File: src/rtl/dac_load_map.vh
`ifndef DAC_LOAD_MAP_VH
`define DAC_LOAD_MAP_VH

// ----------------------------------------
// Converter count and data widths
// ----------------------------------------
`define NUM_DAC 4
`define SEL_W 2
`define WORD_W 16
`define BYTE_W 8

// ----------------------------------------
// Timing (ns) and derived cycle counts at 100 MHz
// ----------------------------------------
`define CLK_PERIOD_NS 10
`define SETUP_NS 50
`define SETUP_CYC 4'h5
`define STROBE_NS 100
`define STROBE_CYC 4'hA
`define HOLD_NS 50
`define HOLD_CYC 4'h5
`define UPDATE_NS 100
`define UPDATE_CYC 4'hA
`define SKEW_NS 100
`define SKEW_CYC 4'hA
`define CNT_W 4

// ----------------------------------------
// Reset values of pins
// ----------------------------------------
`define SEL_IDLE 4'hF
`define STROBE_IDLE 1'b1
`define LATCH_IDLE 1'b1
`define UPDATE_IDLE 1'b0

`endif

File: src/rtl/dual_rank_dac_load_sequencer.v
`timescale 1ns/1ps
`include "dac_load_map.vh"

module dual_rank_dac_load_sequencer (
    input wire clk_i,
    input wire reset_i,
    input wire load_valid_i,
    input wire [`SEL_W-1:0] load_sel_i,
    input wire [`WORD_W-1:0] load_data_i,
    input wire byte_mode_i,
    input wire update_valid_i,
    output reg load_ready_o,
    output reg done_o,
    output reg [`WORD_W-1:0] bus_data_o,
    output reg [`NUM_DAC-1:0] decoded_select_n_o,
    output reg first_rank_load_n_o,
    output reg byte_latch_en_n_o,
    output reg output_update_o
);

// ----------------------------------------
// States
// ----------------------------------------
localparam [2:0] ST_IDLE = 3'h0;
localparam [2:0] ST_HI_SETUP = 3'h1;
localparam [2:0] ST_HI_LATCH = 3'h2;
localparam [2:0] ST_SETUP = 3'h3;
localparam [2:0] ST_STROBE = 3'h4;
localparam [2:0] ST_HOLD = 3'h5;
localparam [2:0] ST_UPDATE = 3'h6;
localparam [2:0] ST_SKEW = 3'h7;

// ----------------------------------------
// Phase lengths in clock cycles
// ----------------------------------------
// Fixed bus timing, so the host never stretches its cycle
localparam [`CNT_W-1:0] SETUP_C = `SETUP_CYC;
localparam [`CNT_W-1:0] STROBE_C = `STROBE_CYC;
localparam [`CNT_W-1:0] HOLD_C = `HOLD_CYC;
localparam [`CNT_W-1:0] UPDATE_C = `UPDATE_CYC;
localparam [`CNT_W-1:0] SKEW_C = `SKEW_CYC;
localparam [`CNT_W-1:0] CNT_ZERO = {`CNT_W{1'b0}};
localparam [`CNT_W-1:0] CNT_ONE = {{(`CNT_W-1){1'b0}}, 1'b1};

// ----------------------------------------
// Helper functions
// ----------------------------------------
// Active-low select, only the addressed converter low
function [`NUM_DAC-1:0] one_low;
    input [`SEL_W-1:0] idx;
    begin
        one_low = ~({{(`NUM_DAC-1){1'b0}}, 1'b1} << idx);
    end
endfunction

// Byte placed on the low lines, upper lines zero
function [`WORD_W-1:0] byte_on_bus;
    input [`BYTE_W-1:0] b;
    begin
        byte_on_bus = {{(`WORD_W-`BYTE_W){1'b0}}, b};
    end
endfunction

// Counter preload on entry to a state; zero marks the last cycle
function [`CNT_W-1:0] phase_len;
    input [2:0] st;
    begin
        case (st)
            ST_HI_SETUP: begin
                phase_len = SETUP_C - CNT_ONE;
            end
            ST_HI_LATCH: begin
                phase_len = STROBE_C - CNT_ONE;
            end
            ST_SETUP: begin
                phase_len = SETUP_C - CNT_ONE;
            end
            ST_STROBE: begin
                phase_len = STROBE_C - CNT_ONE;
            end
            ST_HOLD: begin
                phase_len = HOLD_C - CNT_ONE;
            end
            ST_UPDATE: begin
                phase_len = UPDATE_C - CNT_ONE;
            end
            ST_SKEW: begin
                phase_len = SKEW_C - CNT_ONE;
            end
            default: begin
                phase_len = CNT_ZERO;
            end
        endcase
    end
endfunction

// ----------------------------------------
// State and next-state signals
// ----------------------------------------
reg [2:0] state_q;
reg [2:0] state_d;
reg [`CNT_W-1:0] cnt_q;
reg [`CNT_W-1:0] cnt_d;
reg [`SEL_W-1:0] sel_q;
reg [`SEL_W-1:0] sel_d;
reg [`WORD_W-1:0] word_q;
reg [`WORD_W-1:0] word_d;
reg byte_q;
reg byte_d;
reg load_ready_d;
reg done_d;
reg [`WORD_W-1:0] bus_data_d;
reg [`NUM_DAC-1:0] decoded_select_n_d;
reg first_rank_load_n_d;
reg byte_latch_en_n_d;
reg output_update_d;

wire cnt_done = (cnt_q == CNT_ZERO);
// Load wins when both requests stand together
wire take_load = load_ready_o && load_valid_i;
wire take_update = load_ready_o && update_valid_i && !load_valid_i;

// ----------------------------------------
// Next-state logic
// ----------------------------------------
always @* begin
    state_d = state_q;
    cnt_d = cnt_done ? cnt_q : cnt_q - CNT_ONE;
    sel_d = sel_q;
    word_d = word_q;
    byte_d = byte_q;
    load_ready_d = load_ready_o;
    done_d = 1'b0;
    bus_data_d = bus_data_o;
    decoded_select_n_d = decoded_select_n_o;
    first_rank_load_n_d = first_rank_load_n_o;
    byte_latch_en_n_d = byte_latch_en_n_o;
    output_update_d = output_update_o;
    case (state_q)
        ST_IDLE: begin
            load_ready_d = 1'b1;
            output_update_d = 1'b0;
            if (take_load) begin
                // Capture target before any select moves
                sel_d = load_sel_i;
                word_d = load_data_i;
                byte_d = byte_mode_i;
                load_ready_d = 1'b0;
                if (byte_mode_i) begin
                    bus_data_d = byte_on_bus(load_data_i[`WORD_W-1:`BYTE_W]);
                    state_d = ST_HI_SETUP;
                end else begin
                    bus_data_d = load_data_i;
                    state_d = ST_SETUP;
                end
            end else if (take_update) begin
                // No select needed; every converter moves at once
                load_ready_d = 1'b0;
                output_update_d = 1'b1;
                state_d = ST_UPDATE;
            end
        end
        ST_HI_SETUP: begin
            if (cnt_done) begin
                byte_latch_en_n_d = 1'b0;
                state_d = ST_HI_LATCH;
            end
        end
        ST_HI_LATCH: begin
            if (cnt_done) begin
                // Close the byte latch while the upper byte still stands
                byte_latch_en_n_d = `LATCH_IDLE;
                state_d = ST_SETUP;
            end
        end
        ST_SETUP: begin
            if (byte_q) begin
                bus_data_d = byte_on_bus(word_q[`BYTE_W-1:0]);
            end
            if (cnt_done) begin
                decoded_select_n_d = one_low(sel_q);
                first_rank_load_n_d = 1'b0;
                state_d = ST_STROBE;
            end
        end
        ST_STROBE: begin
            if (cnt_done) begin
                // Strobe rises first; select and data stay
                first_rank_load_n_d = `STROBE_IDLE;
                state_d = ST_HOLD;
            end
        end
        ST_HOLD: begin
            if (cnt_done) begin
                decoded_select_n_d = `SEL_IDLE;
                state_d = ST_SKEW;
            end
        end
        ST_UPDATE: begin
            if (cnt_done) begin
                output_update_d = `UPDATE_IDLE;
                state_d = ST_SKEW;
            end
        end
        ST_SKEW: begin
            // Gap between first-rank load and update, and between updates
            if (cnt_done) begin
                done_d = 1'b1;
                state_d = ST_IDLE;
            end
        end
        default: begin
            state_d = ST_IDLE;
        end
    endcase
    // Preload the counter on every change of state
    if (state_d != state_q) begin
        cnt_d = phase_len(state_d);
    end
end

// ----------------------------------------
// State register
// ----------------------------------------
always @(posedge clk_i) begin
    if (reset_i) begin
        state_q <= ST_IDLE;
    end else begin
        state_q <= state_d;
    end
end

// ----------------------------------------
// Phase counter
// ----------------------------------------
always @(posedge clk_i) begin
    if (reset_i) begin
        cnt_q <= CNT_ZERO;
    end else begin
        cnt_q <= cnt_d;
    end
end

// ----------------------------------------
// Captured request
// ----------------------------------------
always @(posedge clk_i) begin
    if (reset_i) begin
        sel_q <= {`SEL_W{1'b0}};
        word_q <= {`WORD_W{1'b0}};
        byte_q <= 1'b0;
    end else begin
        sel_q <= sel_d;
        word_q <= word_d;
        byte_q <= byte_d;
    end
end

// ----------------------------------------
// Host handshake outputs
// ----------------------------------------
always @(posedge clk_i) begin
    if (reset_i) begin
        load_ready_o <= 1'b0;
        done_o <= 1'b0;
    end else begin
        load_ready_o <= load_ready_d;
        done_o <= done_d;
    end
end

// ----------------------------------------
// Converter bus outputs
// ----------------------------------------
always @(posedge clk_i) begin
    if (reset_i) begin
        bus_data_o <= {`WORD_W{1'b0}};
        decoded_select_n_o <= `SEL_IDLE;
        first_rank_load_n_o <= `STROBE_IDLE;
        byte_latch_en_n_o <= `LATCH_IDLE;
    end else begin
        bus_data_o <= bus_data_d;
        decoded_select_n_o <= decoded_select_n_d;
        first_rank_load_n_o <= first_rank_load_n_d;
        byte_latch_en_n_o <= byte_latch_en_n_d;
    end
end

// ----------------------------------------
// Update line output
// ----------------------------------------
always @(posedge clk_i) begin
    if (reset_i) begin
        output_update_o <= `UPDATE_IDLE;
    end else begin
        output_update_o <= output_update_d;
    end
end

endmodule // dual_rank_dac_load_sequencer

File: config.mk
export PLATFORM = sky130hd
export DESIGN_NAME = dual_rank_dac_load_sequencer
export DESIGN_NICKNAME = d
export VERILOG_FILES = /design/src/rtl/dual_rank_dac_load_sequencer.v
export VERILOG_INCLUDE_DIRS = /design/src /design/src/rtl
export SDC_FILE = /design/constraint.sdc
export NUM_CORES = 1
export LEC_CHECK = 0
export ABC_AREA = 1
export BUFFER_PORTS_ARGS = -buffer_cell sky130_fd_sc_hd__buf_4
export CAP_MARGIN = 20
export CORE_ASPECT_RATIO = 2
export CORE_MARGIN = 4
export CORE_UTILIZATION = 50
export CTS_BUF_LIST = sky130_fd_sc_hd__clkbuf_16
export DETAILED_ROUTE_END_ITERATION = 7
export GPL_TIMING_DRIVEN = 0
export HOLD_SLACK_MARGIN = 0.02
export PLACE_DENSITY = 0.76
export SLEW_MARGIN = 5
export SYNTH_ARGS = -nofsm -noshare
export SYNTH_HDL_FRONTEND = slang
export SYNTH_SLANG_ARGS = --single-unit
File: constraint.sdc
create_clock -name clk_i -period 3.4 [get_ports clk_i]
set_clock_uncertainty 0.2 [all_clocks]
set_input_delay 0.68 -clock clk_i [delete_from_list [all_inputs] [get_ports clk_i]]
set_output_delay 0.68 -clock clk_i [all_outputs]
set_load 0.01 [all_outputs]
==> results_dict.tcl <==
set metrics [dict create \
    max_slew_margin_pct 62.6 \
    cp-start-kind "flop" \
    reg2reg_from "cnt_q[0]" \
    drv_slew 0 \
    route.antenna.remaining_nets 0 \
    max-cap-violations 0 \
    antenna_found_initial 0 \
    synth_edf_count 0 \
    yosysWarningCount 0 \
    reg2reg_depth 8 \
    status "finished, final reports clean" \
    netlist_top_cells_area "dfxtp_1 (45%), nand2_1 (10%), a21oi_1 (6.5%)" \
    hold_viol 0 \
    die_x_um 51.9 \
    dpl.hpwl_um 3910 \
    rr_endpoint "decoded_select_n_o[3]" \
    power.density_mw_per_mm2 813 \
    synth_area_per_cell_um2 7.58 \
    core_area_mm2 0.00368 \
    cts_resized 0 \
    hold_slack_ps 263 \
    track_usage_pct 22.3 \
    cts_buffer_depth 2 \
    worst_slew_pin_slew_ps 558 \
    dieArea_mm2 0.00497 \
    start_util_pct 52.3 \
    h-tree-depth 2 \
    post-route-period-util_pct 56.3 \
    wl_per_cell_um 14.1 \
    drive_above_1_share_pct 24.8 \
    cts_root_buf "clkbuf_16" \
    drt_iter0_markers 51 \
    io_pins 48 \
    numCtsBuffers 5 \
    portBuffers 45 \
    worstPathArrival_ps 1870 \
    grt_first_pass_wirelength_um 8240 \
    synth-seq-cells 43 \
    min_period_ps 1910 \
    grt_max_degree 13 \
    hp-class "reg -> reg" \
    wl_um 5010 \
    yosys_most_used_dff "dfxtp_1" \
    leakage_nw 1.11 \
    yosys.area.top_type_share_pct 44.7 \
    ir_drop_mv 0.528 \
    setup_tns_ps 0 \
    die_h_um 95.8 \
    worst_hold_path.num_cells 2 \
    clk_pin_slew_ps 60 \
    synth_area_leader_cell "dfxtp_1" \
    syn_inst 254 \
    fin_util_pct 67.4 \
    worstSetupEndpointType "flop" \
    grt_pass1_vias 1823 \
    syn_area_mm2 0.00193 \
    cts_tree "yes" \
    cts_sinks 43 \
    final_cell_mix "nand2_1 (53), buf_4 (45), dfxtp_1 (43)" \
    reg2reg_slack_ps 1490 \
    drc 0 \
    diodes 0 \
    finalSetupViolCount 0 \
    nNetsFinal 330 \
    synthDistinctLibCells 25 \
    ys_seq_area_share_pct 44.7 \
    cp.required_ps 3360 \
    crit_fanout 7 \
    drt_first_pass_iters 5 \
    worstSkewPairLatency_ps 280 \
    max_freq_ghz 0.522 \
    worstSetupPathType "reg -> reg" \
    hold_buffers 0 \
    worst_hold_startpoint "word_q[3]" \
    syn-num-nets 278 \
    grt_overflow 0 \
    whs_endpoint "word_q[3]" \
    cts_setup_buffers 0 \
    syn_to_final_growth_pct 29.0 \
    rsz0062_at_grt "false" \
    via_per_inst 5.29 \
    ys_async_sr_fraction_pct 0 \
    rows 31 \
    vias 1879 \
    place.gp.congestion 0.933 \
    final_common_cell "nand2_1" \
]
metal layers:
metal	up-vias	track usage (%)	share of wire [%]
met3	16	4.50	3.6
li1	960	-	-
met5	-	0	0
met2	45	42.8	57
met1	858	20.3	35
met4	0	13.6	4.4
how the worst max path moves through the flow:
stage / startpoint / to / slack, ps
6_report: cnt_q[0] / decoded_select_n_o[3] / 1490
5_1_grt: cnt_q[0] / decoded_select_n_o[3] / 1290
4_1_cts: cnt_q[0] / decoded_select_n_o[3] / 1460
3_5_place_dp: load_valid_i / cnt_q[0] / 1280
3_3_place_gp: reset_i / bus_data_o[5] / 1250
2_1_floorplan: byte_mode_i / cnt_q[0] / 1560
synthesized netlist by cell type (3+ instances only):
master    number
a21oi_1       25
a31oi_1        8
buf_2          5
clkbuf_1       5
dfxtp_1       43
inv_1         18
mux2_2         8
nand2_1       53
nand2_4        3
nand3_1       17
nand4_1        4
nor2_1        20
nor3_1         4
o21ai_0       25
power breakdown:
group / total (W) / internal, W / switching, W
Sequential: 0.000703 / 0.000619 / 0.0000842
Combinational: 0.000802 / 0.000314 / 0.000488
Clock: 0.000515 / 0.000339 / 0.000176
through the flow:
| step | instance area [um^2] | setup WS (ps) | cells | total power, W |
|---|---|---|---|---|
| final | 2480 | 1490 | 355 | 0.00202 |
| after global routing | 2480 | 1290 | 355 | 0.00217 |
| after CTS | 2480 | 1460 | 355 | 0.00204 |
| after detailed placement | 2320 | 1280 | 348 | 0.00151 |
| after global placement | 2320 | 1250 | 348 | 0.00149 |
| after floorplan | 1930 | 1560 | 254 | 0.00126 |
final cells by class:
| class | instances | area, um^2 |
|---|---|---|
| tap | 49 | 61.3 |
| sequential | 43 | 861 |
| clock buffer | 5 | 125 |
| multi-input combinational | 180 | 935 |
| fill | 337 | 1200 |
| buffer | 11 | 55.1 |
| clock inverter | 2 | 33.8 |
| inverter | 20 | 75.1 |
| timing repair buffer | 45 | 338 |
critical path: stages, from the launching register on:
cell and delay [ps]:
dfxtp_1 360, inv_1 70, ha_1 240, nand2_1 210
inv_1 160, o21ai_1 180, inv_1 140, o21ai_0 170
nand2_1 60
flip-flops by register name, indices dropped and copies added (netlist names), 2 cells and up:
name	cells
word_q	8
cnt_q	4
sel_q	2
decoded_select_n_o	4
bus_data_o	16
state_q	3
cells by family (layout without fill, tap and decap cells):
family	count (synthesis)	count (layout)	share of synthesized area, %
flip-flops	43	43	44.7
multiplexers	8	8	4.68
buffers and inverters	31	83	6.76
XOR/XNOR	2	2	0.910
adder cells (fa/ha/maj)	1	1	0.650
AND/OR/NAND/NOR	108	108	25.7
AO/OA/AOI/OAI	61	61	16.6
Note: power is estimated with default switching activity, not from simulation.
